==> src/rtl/led_pwm_defines.vh <==
// Constants for the LED PWM intensity controller
`ifndef LED_PWM_DEFINES_VH
`define LED_PWM_DEFINES_VH

// ----------------------------------------------------------------------
// Register map
// ----------------------------------------------------------------------
`define REG_INPUT_PORTS   8'h00
`define REG_MASTER_AUX    8'h0E
`define REG_INTENSITY_A   8'h10
`define REG_INTENSITY_B   8'h11
`define REG_INTENSITY_C   8'h12
`define REG_INTENSITY_D   8'h13

// ----------------------------------------------------------------------
// Reset values and fields
// ----------------------------------------------------------------------
`define MASTER_AUX_RESET  8'h00
`define INTENSITY_RESET   8'h00
`define MASTER_MSB        7
`define MASTER_LSB        4
`define NIBBLE_W          4
`define STATIC_SETTING    4'hF
`define MASTER_OFF        4'h0

// ----------------------------------------------------------------------
// Timing
// ----------------------------------------------------------------------
`define CLOCK_HZ          10000000
`define OSC_HZ            32000
`define OSC_DIV           (`CLOCK_HZ / `OSC_HZ)
`define SLOTS_PER_PERIOD  15
`define CYCLES_PER_SLOT   16

`endif

==> src/rtl/pwm_slot_timer.v <==
// Oscillator tick divider and slot/cycle counters for the PWM period

`include "led_pwm_defines.vh"

module pwm_slot_timer #(
   parameter integer DIV    = `OSC_DIV,
   parameter integer SLOTS  = `SLOTS_PER_PERIOD,
   parameter integer CYCLES = `CYCLES_PER_SLOT
) (
   input  wire       i_clock,
   input  wire       i_resetn,
   input  wire       i_run,
   output reg  [3:0] o_cycle,
   output reg  [3:0] o_slot
);

   reg  [9:0] div_r;
   wire       tick;

   assign tick = (div_r == DIV[9:0] - 10'h001);

   // --------------------------------------------------------------------
   // Oscillator stand-in
   // --------------------------------------------------------------------
   // Stopped and cleared while PWM is off, so a restart begins at slot 0
   always @(posedge i_clock or negedge i_resetn) begin
      if (!i_resetn) begin
         div_r   <= 10'h000;
         o_cycle <= 4'h0;
         o_slot  <= 4'h0;
      end else if (!i_run) begin
         div_r   <= 10'h000;
         o_cycle <= 4'h0;
         o_slot  <= 4'h0;
      end else if (tick) begin
         div_r <= 10'h000;
         if (o_cycle == CYCLES[3:0] - 4'h1) begin
            o_cycle <= 4'h0;
            if (o_slot == SLOTS[3:0] - 4'h1)
               o_slot <= 4'h0;
            else
               o_slot <= o_slot + 4'h1;
         end else begin
            o_cycle <= o_cycle + 4'h1;
         end
      end else begin
         div_r <= div_r + 10'h001;
      end
   end

endmodule // pwm_slot_timer

==> src/rtl/led_pwm_intensity_control.v <==
// LED PWM intensity control for eight open-drain port outputs and a ninth output

`include "led_pwm_defines.vh"

module led_pwm_intensity_control #(
   parameter integer DIV    = `OSC_DIV,
   parameter integer PORTS  = 8
) (
   input  wire             i_clock,
   input  wire             i_resetn,
   // Register access port
   input  wire             i_reg_wr,
   input  wire             i_reg_rd,
   input  wire [7:0]       i_reg_addr,
   input  wire [7:0]       i_reg_wdata,
   output reg  [7:0]       o_reg_rdata,
   // Configuration bits held elsewhere in the device
   input  wire             i_global_enable,
   input  wire             i_blink_enable,
   input  wire             i_blink_flip,
   input  wire [PORTS-1:0] i_phase0,
   input  wire [PORTS-1:0] i_phase1,
   input  wire             i_ninth_phase0,
   input  wire             i_ninth_phase1,
   // Open-drain port pins
   input  wire [PORTS-1:0] i_port_pin,
   output wire [PORTS-1:0] o_port_out,
   output reg  [PORTS-1:0] o_port_oe,
   // Open-drain ninth output
   input  wire             i_ninth_output_pin,
   output wire             o_ninth_output_out,
   output reg              o_ninth_output_oe
);

   // --------------------------------------------------------------------
   // Storage
   // --------------------------------------------------------------------
   reg  [7:0]       master_and_aux_intensity_r;
   reg  [7:0]       output_intensity_a_r;
   reg  [7:0]       output_intensity_b_r;
   reg  [7:0]       output_intensity_c_r;
   reg  [7:0]       output_intensity_d_r;
   reg  [PORTS-1:0] pin_meta_r;
   reg  [PORTS-1:0] pin_sync_r;
   reg              ninth_meta_r;
   reg              ninth_sync_r;
   reg  [7:0]       rdata_nxt;

   wire [3:0]       master_field;
   wire [3:0]       aux_field;
   wire             pwm_run;
   wire [3:0]       cycle;
   wire [3:0]       slot;
   wire             slot_gated;
   wire [PORTS-1:0] port_drive_nxt;
   wire             ninth_drive_nxt;

   // Open-drain: the pin only ever sinks, the enable carries the level
   assign o_port_out         = {PORTS{1'b0}};
   assign o_ninth_output_out = 1'b0;

   assign master_field = master_and_aux_intensity_r[`MASTER_MSB:`MASTER_LSB];
   assign aux_field    = master_and_aux_intensity_r[`NIBBLE_W-1:0];

   // Any register value 0x10..0xFF has a nonzero master field
   assign pwm_run = (master_field != `MASTER_OFF);

   // --------------------------------------------------------------------
   // Pin input synchronisers
   // --------------------------------------------------------------------
   always @(posedge i_clock or negedge i_resetn) begin
      if (!i_resetn) begin
         pin_meta_r   <= {PORTS{1'b0}};
         pin_sync_r   <= {PORTS{1'b0}};
         ninth_meta_r <= 1'b0;
         ninth_sync_r <= 1'b0;
      end else begin
         pin_meta_r   <= i_port_pin;
         pin_sync_r   <= pin_meta_r;
         ninth_meta_r <= i_ninth_output_pin;
         ninth_sync_r <= ninth_meta_r;
      end
   end

   // --------------------------------------------------------------------
   // Register writes
   // --------------------------------------------------------------------
   always @(posedge i_clock or negedge i_resetn) begin
      if (!i_resetn) begin
         master_and_aux_intensity_r <= `MASTER_AUX_RESET;
         output_intensity_a_r       <= `INTENSITY_RESET;
         output_intensity_b_r       <= `INTENSITY_RESET;
         output_intensity_c_r       <= `INTENSITY_RESET;
         output_intensity_d_r       <= `INTENSITY_RESET;
      end else if (i_reg_wr) begin
         case (i_reg_addr)
            `REG_MASTER_AUX:  master_and_aux_intensity_r <= i_reg_wdata;
            `REG_INTENSITY_A: output_intensity_a_r       <= i_reg_wdata;
            `REG_INTENSITY_B: output_intensity_b_r       <= i_reg_wdata;
            `REG_INTENSITY_C: output_intensity_c_r       <= i_reg_wdata;
            `REG_INTENSITY_D: output_intensity_d_r       <= i_reg_wdata;
            default: ;
         endcase
      end
   end

   // --------------------------------------------------------------------
   // Register reads
   // --------------------------------------------------------------------
   // Unmapped addresses read as zero; data appears the edge after a read
   always @* begin
      case (i_reg_addr)
         `REG_INPUT_PORTS: rdata_nxt = pin_sync_r;
         `REG_MASTER_AUX:  rdata_nxt = master_and_aux_intensity_r;
         `REG_INTENSITY_A: rdata_nxt = output_intensity_a_r;
         `REG_INTENSITY_B: rdata_nxt = output_intensity_b_r;
         `REG_INTENSITY_C: rdata_nxt = output_intensity_c_r;
         `REG_INTENSITY_D: rdata_nxt = output_intensity_d_r;
         default:          rdata_nxt = 8'h00;
      endcase
   end

   always @(posedge i_clock or negedge i_resetn) begin
      if (!i_resetn)
         o_reg_rdata <= 8'h00;
      else if (i_reg_rd)
         o_reg_rdata <= rdata_nxt;
   end

   // --------------------------------------------------------------------
   // PWM timebase
   // --------------------------------------------------------------------
   pwm_slot_timer #(
      .DIV    (DIV),
      .SLOTS  (`SLOTS_PER_PERIOD),
      .CYCLES (`CYCLES_PER_SLOT)
   ) u_timer (
      .i_clock  (i_clock),
      .i_resetn (i_resetn),
      .i_run    (pwm_run),
      .o_cycle  (cycle),
      .o_slot   (slot)
   );

   // Master field m opens slots 0..m-1 of the fifteen
   assign slot_gated = (slot < master_field);

   // --------------------------------------------------------------------
   // Decoding shared by all outputs, except own_setting, which serves the ports only
   // --------------------------------------------------------------------
   // Per-output nibble: even outputs in the low half of each register
   function [3:0] own_setting;
      input integer idx;
      input [7:0]   ra;
      input [7:0]   rb;
      input [7:0]   rc;
      input [7:0]   rd;
      reg   [7:0]   sel;
      begin
         sel = ra;
         case (idx / 2)
            1:       sel = rb;
            2:       sel = rc;
            3:       sel = rd;
            default: sel = ra;
         endcase
         own_setting = (idx % 2 == 1) ? sel[7:4] : sel[3:0];
      end
   endfunction

   // Blink phase choice; phase 0 whenever blink is off
   function phase_pick;
      input p0;
      input p1;
      input blink_en;
      input flip;
      begin
         phase_pick = (blink_en && flip) ? p1 : p0;
      end
   endfunction

   // True when the pin sinks current this cycle
   function drive_low;
      input       run;
      input       gated;
      input [3:0] setting;
      input [3:0] cyc;
      input       phase;
      reg         active_time;
      begin
         active_time = 1'b0;
         if (!run)
            active_time = 1'b1;
         else if (setting == `STATIC_SETTING)
            active_time = 1'b1;
         else
            active_time = gated && (cyc <= setting);
         // Inside the active time the pin follows the phase bit, otherwise its inverse
         drive_low = active_time ? !phase : phase;
      end
   endfunction

   // --------------------------------------------------------------------
   // Port outputs zero to seven
   // --------------------------------------------------------------------
   genvar g;
   generate
      for (g = 0; g < PORTS; g = g + 1) begin : g_port
         wire [3:0] setting;
         wire       phase;
         // Global flag swaps in the shared nibble for every output at once
         assign setting = i_global_enable ? aux_field :
                          own_setting(g, output_intensity_a_r, output_intensity_b_r,
                                      output_intensity_c_r, output_intensity_d_r);
         // All eight ports draw from the same phase registers
         assign phase = phase_pick(i_phase0[g], i_phase1[g], i_blink_enable, i_blink_flip);
         assign port_drive_nxt[g] = drive_low(pwm_run, slot_gated, setting, cycle, phase);
      end
   endgenerate

   // --------------------------------------------------------------------
   // Ninth output
   // --------------------------------------------------------------------
   // Own phase bits; its enable is registered on the same edge as the ports
   assign ninth_drive_nxt = drive_low(pwm_run, slot_gated, aux_field, cycle,
                                      phase_pick(i_ninth_phase0, i_ninth_phase1,
                                                 i_blink_enable, i_blink_flip));

   // --------------------------------------------------------------------
   // Output enables
   // --------------------------------------------------------------------
   // Registered so a static output never glitches while the decoder settles
   always @(posedge i_clock or negedge i_resetn) begin
      if (!i_resetn) begin
         o_port_oe         <= {PORTS{1'b0}};
         o_ninth_output_oe <= 1'b0;
      end else begin
         o_port_oe         <= port_drive_nxt;
         o_ninth_output_oe <= ninth_drive_nxt;
      end
   end

endmodule // led_pwm_intensity_control

==> config.mk <==
export PLATFORM = sky130hd
export DESIGN_NAME = led_pwm_intensity_control
export DESIGN_NICKNAME = d
export VERILOG_FILES = /design/src/rtl/pwm_slot_timer.v /design/src/rtl/led_pwm_intensity_control.v
export VERILOG_INCLUDE_DIRS = /design/src /design/src/rtl
export SDC_FILE = /design/constraint.sdc
export NUM_CORES = 1
export LEC_CHECK = 0
export ABC_AREA = 1
export BUFFER_PORTS_ARGS = -buffer_cell sky130_fd_sc_hd__buf_2
export CORE_ASPECT_RATIO = 1.4
export CORE_MARGIN = 4
export CORE_UTILIZATION = 40
export DETAILED_ROUTE_END_ITERATION = 6
export PLACE_DENSITY_LB_ADDON = 0.15
export SYNTH_ARGS = -nofsm -noshare
export SYNTH_HDL_FRONTEND = slang
export SYNTH_HIERARCHICAL = 1
export SYNTH_SLANG_ARGS = --single-unit
==> constraint.sdc <==
create_clock -name i_clock -period 2.07 [get_ports i_clock]
set_clock_uncertainty 0.2 [all_clocks]
set_input_delay 0 -clock i_clock [delete_from_list [all_inputs] [get_ports i_clock]]
set_output_delay 0 -clock i_clock [all_outputs]
set_load 0.01 [all_outputs]
==> results of run 1 <==
[layer usage]
metal / up-vias / GRT usage
li1: 2734 / -
met1: 2258 / 0.224
met2: 91 / 0.315
met3: 17 / 0.0350
met4: 0 / 0.0614
met5: - / 0
[final cells by class]
class | count | area, sq um
clock inverters | 3 | 68.8
inverters | 135 | 508
well taps | 189 | 236
clock buffers | 13 | 260
fillers | 1462 | 7320
multi-input cells | 560 | 2970
flip-flops and latches | 91 | 2280
repair buffers | 118 | 868
[sequential cells by signal, summed over array words and instances, names as in the netlist]
register and count:
master_and_aux_intensity_r 8, o_port_oe 8, u_timer/div_r 10, pin_meta_r 8, output_intensity_b_r 8, u_timer/o_slot 4
output_intensity_d_r 8, o_reg_rdata 8, o_ninth_output_oe 1, pin_sync_r 8, output_intensity_c_r 8, output_intensity_a_r 8
u_timer/o_cycle 4
[what timing repair did]
item,4_1_cts,5_1_grt
endpoints found under the hold margin,156,0
resized for setup,0,14
endpoints found under the setup margin,0,8
hold buffers,37,0
buffers inserted,0,0
[critical path: cells and delay by family, from the launching register on]
family | cells | cell delay [ns]
AOI/OAI and AO/OA | 2 | 0.39
adders and majority gates | 1 | 0.29
DFF | 1 | 0.34
and+or+nand+nor | 6 | 0.33
buffers and inverters | 3 | 0.21
[Yosys cell counts]
master,instances
nand2_1,233
inv_1,131
dfrtp_1,91
o21ai_0,67
nand3_1,64
nor2_1,59
ha_1,43
o21ai_1,29
a21oi_1,13
buf_6,11
buf_4,10
nor2_4,8
nand2_2,6
nand2_4,4
nor3_1,4
o21ai_2,4
inv_2,3
nand4_1,3
nor2_8,3
nand3_2,2
xnor2_1,2
xor2_1,2
a21boi_2,1
a21o_1,1
buf_12,1
buf_2,1
buf_8,1
clkbuf_1,1
clkinv_2,1
conb_1,1
nand3_4,1
nor2_2,1
o21bai_1,1
[worst max-delay path by stage]
stage / end / slack (ns) / cells past startpoint
global route: o_port_oe[1]$_DFF_PN0_ / -0.01 / 13
floorplan: o_port_oe[6]$_DFF_PN0_ / 0.35 / 12
detailed placement: o_port_oe[6]$_DFF_PN0_ / 0.13 / 13
CTS: o_port_oe[2]$_DFF_PN0_ / 0.13 / 13
finish: o_port_oe[1]$_DFF_PN0_ / 0.20 / 12
global placement: o_port_oe[2]$_DFF_PN0_ / 0.15 / 13
[power groups by stage]
stage                     Sequential [uW]  Clock, uW  Combinational [uW]
after floorplan                      1960          0                 341
after global placement               1970          0                 542
after detailed placement             1970          0                 551
after CTS                            1930       1880                 614
after global routing                 1950       1960                 713
final                                1930       1840                 613
[cells by family (layout without fill, tap and decap cells)]
logic type	Yosys count	in the layout	synth area share
xor gates and xnor gates	4	4	0.00590
buffers and inverters	160	269	0.126
adders and majority gates	43	43	0.0905
other	1	9	0.000631
AOI/OAI and AO/OA	116	116	0.102
and+or+nand+nor	388	388	0.291
DFF	91	91	0.383
[stage by stage]
step | worst slack, ns | cell area [sq um] | hold WS, ns
floorplan | 0.346 | 5970 | -0.496
global placement | 0.153 | 6460 | -0.297
detailed placement | 0.128 | 6460 | -0.299
CTS | 0.128 | 7160 | 0.00166
global route | -0.0130 | 7180 | 0.0281
finish | 0.199 | 7180 | -0.0194
==> metrics.txt, run 1 <==
outcome finished, violations left; violated checks hold timing; RSZ-0062 raised after global routing yes; synth warn 6; Rows 52; vias in the first global route 4,959; initial antenna violation count 0; Arr. time, crit path 1.91 ns; Layout Cells excl Fill 1,109; layout cells sized above 1 0.146; I/O pins 76; minimum clock period 1.87 ns; vias per std cell 4.60; endpoints failing hold 17; Mapped Cells 803; Max H-tree Level 3; Worst Max-Slew Pin Slew 0.841 ns; CORE AREA 14,500 sq um; met3 wire len 580 microns; GRT Overall Usage 0.181; Layout Area Growth over Synthesis 20.9%; Crit path top cell by count nand2_1; synthesized area 5940 sq um; leading area contributor after synthesis dfrtp_1; sequential power share 0.441; Slew HR 0.437; clock network power share 0.420; CP Launch Type flop; CTS root buf clkbuf_16; TritonCTS buffer count 9; most frequent cells in the layout nand2_1, inv_1, dfrtp_1; WS Path Type flop to flop; Inserted Diodes 0; clock sinks 91; Port Buffers 65; Achievable Freq 535 MHz; R2R depth 12; global-route wire length before repair 24,600 microns; sequential area share after synthesis 0.383; Pleak 0.00418 uW; dpl hpwl 11,100 microns; TritonCTS clock tree done; FF+latch count, synth 91; Hold Crit Class input pin to asynchronous set/reset pin; placed cells 1,056; cell at the slowest stage of the critical path dfrtp_1; Reg2Reg Setup Slack 0.20 ns; largest net degree at the start of global routing 48; Die Area 16,900 sq um; total power 4390 uW; crit path max fanout 2; Nets 1,008; DRT Pass-1 Iters 4; commonest non-fill, non-tap cell in the layout nand2_1; vias after detailed routing 5,100; CP endpoint kind flop; Antenna Nets Post-Route 0; Gate power share 0.140; DRC errors left 0; final wirelength 14,500 microns; Bufs on Longest Clock Path 2; Final period util 0.904; required time of the worst setup path 2.11 ns; Max stage delay on crit path 0.34 ns; post-route setup TNS 0 ns; maximum VDD drop 298 uV; Die Y 152 microns; switch share 0.259; CP Launch Point output_intensity_a_r[5]$_DFFE_PN0P_; max_cap viols 0; utilization after layout 0.495; Routed met2 length 7270 microns; syn avg cell area 7.40 sq um; GRT overflow 0; WL/cell 13.1 microns; max-slew violation count 0; ranking of synthesized cells by area dfrtp_1, nand2_1, ha_1; clock-pin slew on the worst setup and hold paths 0.06 ns; Final Setup Violations 0; FF-to-FF End o_port_oe[1]$_DFF_PN0_; CP Cell Sequence inv_1 > o21ai_0 > inv_1 > ha_1 > inv_1 > nor2_1 > o21ai_0 > nand2_1 > nand2_1 > nand2_1 > nand3_1 > nand2_1; Final GP Congestion 0.805; Die Width 111 microns; top-area cell type share of the netlist area 0.383; Power Density 611 nW/um^2; Yosys cell types 33; Initial DRC Count 251; Top Metal Used met4; Reg2Reg Launch Point output_intensity_a_r[5]$_DFFE_PN0P_; Routed met1 length 6370 microns; clk_lat worst skew 0.35 ns; Starting Density 0.410; WHS -0.0194 ns; switching pwr 1140 uW; internal power 3250 uW
(Power assumes the default switching activity.)
==> run 2, diff against run 1 <==
CORE_UTILIZATION = 25   (was 40)
==> metrics.txt, run 2 (synthesis results as in run 1) <==
Post-CTS Setup Inserts 0 (unchanged); vias per std cell 4.16 (-9.5%); minimum clock period 1.87 ns (+0.00401 ns); WL/cell 13.2 microns (+0.96%); TritonCTS clock tree done; CTS root buf clkbuf_16; clk_lat worst skew 0.35 ns (about the same); DRT Pass-1 Iters 4 (unchanged); maximum VDD drop 396 uV (+33%); Final GP Congestion 0.790 (-1.9%); pre-CTS setup slack 0.112 ns (-0.0163 ns); Die Area 26,300 sq um (+56%); crit path max fanout 2 (unchanged); clock sinks 91 (unchanged); I/O pins 76 (unchanged); TritonCTS buffer count 9 (unchanged); Worst Max-Slew Pin Slew 0.864 ns (+0.0225 ns); initial antenna violation count 1 (+1); final wirelength 16,300 microns (+12%); clock-pin slew on the worst setup and hold paths 0.07 ns (about the same); worst setup margin 0.195 ns (-0.00401 ns); CP Cell Sequence inv_1 > o21ai_0 > inv_1 > ha_1 > nand2_1 > inv_1 > o21ai_0 > nand2_1 > nand2_1 > nand2_1 > nand2_1 > nand2_1 > nand2_1; GRT Overall Usage 0.130 (-0.0506); RSZ-0062 raised after global routing yes; dpl hpwl 12,900 microns (+16%); Bufs on Longest Clock Path 2 (unchanged); Achievable Freq 533 MHz (-0.21%); global-route wire length before repair 27,200 microns (+10%); largest net degree at the start of global routing 30 (-38%); layout cells sized above 1 0.151 (+0.00554); most frequent cells in the layout nand2_1, inv_1, dfrtp_1; Max H-tree Level 3 (unchanged); Final Setup Violations 0 (unchanged); Die Width 138 microns (+25%); total power 4250 uW (-3.1%); Port Buffers 65 (unchanged); Die Y 190 microns (+25%); WS Path Type flop to flop; max_cap viols 0 (unchanged); Crit path top cell by count nand2_1; Buffers & Inverters on Critical Path 3 (unchanged); endpoints failing hold 0 (-17); Max stage delay on crit path 0.38 ns (+0.04 ns); vias after detailed routing 5,126 (+0.51%); CP endpoint kind flop; required time of the worst setup path 2.12 ns (about the same); Antenna Nets Post-Route 0 (unchanged); placed cells 1,179 (+12%); Reg with most FFs u_timer/div_r; Starting Density 0.255 (-0.154); Pleak 0.00418 uW (-0.11%); Largest register FFs 10 (unchanged); GRT overflow 0 (unchanged); cell at the slowest stage of the critical path dfrtp_1; Hold Crit Class input pin to asynchronous set/reset pin; Layout Area Growth over Synthesis 23.2%; Slew HR 0.422 (-0.0150); DRC errors left 0 (unchanged); CORE AREA 23,300 sq um (+61%); Arr. time, crit path 1.92 ns (about the same); vias in the first global route 5,062 (+2.1%); commonest non-fill, non-tap cell in the layout nand2_1; Layout Cells excl Fill 1,232 (+11%); outcome complete, no violations; max-slew violation count 0 (unchanged); Top delay family on crit path simple AND/OR/NAND/NOR gates; CP Launch Type flop; Rows 66 (+27%); Initial DRC Count 311 (+24%); Nets 1,014 (+0.60%); Inserted Diodes 0 (unchanged); Power Density 581 nW/um^2 (-4.9%); Final period util 0.906 (+0.00194)
run 2: path summary, 6_finish.rpt:
path,startpoint,endpoint,slack [ns],depth (start not counted)
max,output_intensity_b_r[2]$_DFFE_PN0P_,o_port_oe[2]$_DFF_PN0_,0.20,13
min,i_resetn,master_and_aux_intensity_r[3]$_DFFE_PN0P_,0.01,3
max reg2reg,output_intensity_b_r[2]$_DFFE_PN0P_,o_port_oe[2]$_DFF_PN0_,0.20,13
min reg2reg,pin_meta_r[6]$_DFF_PN0_,pin_sync_r[6]$_DFF_PN0_,0.15,0
max in group asynchronous,i_resetn,pin_meta_r[3]$_DFF_PN0_,0.38,3
min in group i_clock,i_reg_addr[2],master_and_aux_intensity_r[0]$_DFFE_PN0P_,0.02,6
run 2: power breakdown:
part	switching [uW]	internal [uW]	total [uW]
combinational	387	246	633
sequential	54.6	1880	1940
clock	748	937	1680
run 2: what timing repair did:
action,CTS,global route
gates resized for setup,0,14
setup endpoints to repair,0,8
endpoints found under the hold margin,156,0
hold buffers,37,0
run 2: cell type report:
type | count | area, sq um
repair buffers | 124 | 901
clock inverters | 6 | 66.3
inverters | 135 | 508
clock buffers | 10 | 229
fillers | 2571 | 16000
multi-input cells | 560 | 2960
well taps | 306 | 383
flip-flops and latches | 91 | 2280
run 2: metrics by stage:
| stage | hold WS (ns) | utilization | area [sq um] | setup TNS, ns |
|---|---|---|---|---|
| after floorplan | -0.496 | - | 5970 | 0 |
| after global placement | -0.278 | 0.285 | 6640 | 0 |
| after detailed placement | -0.277 | 0.285 | 6640 | 0 |
| after CTS | 0.00434 | 0.314 | 7310 | 0 |
| after global routing | 0.0362 | 0.314 | 7320 | -0.0640 |
| final | 0.0100 | 0.314 | 7320 | 0 |
run 2: tightest hold or removal path, stage by stage:
cell and delay [ns]:
dlygate4sd3_1 0.52, buf_4 0.18, buf_12 0.21
run 2: metal layers:
| layer | up-vias | track usage | part of all wire |
|---|---|---|---|
| met5 | - | 0 | 0.00049 |
| met4 | 2 | 0.0411 | 0.016 |
| met3 | 18 | 0.0238 | 0.035 |
| met2 | 92 | 0.222 | 0.49 |
| met1 | 2273 | 0.167 | 0.46 |
| li1 | 2741 | - | - |
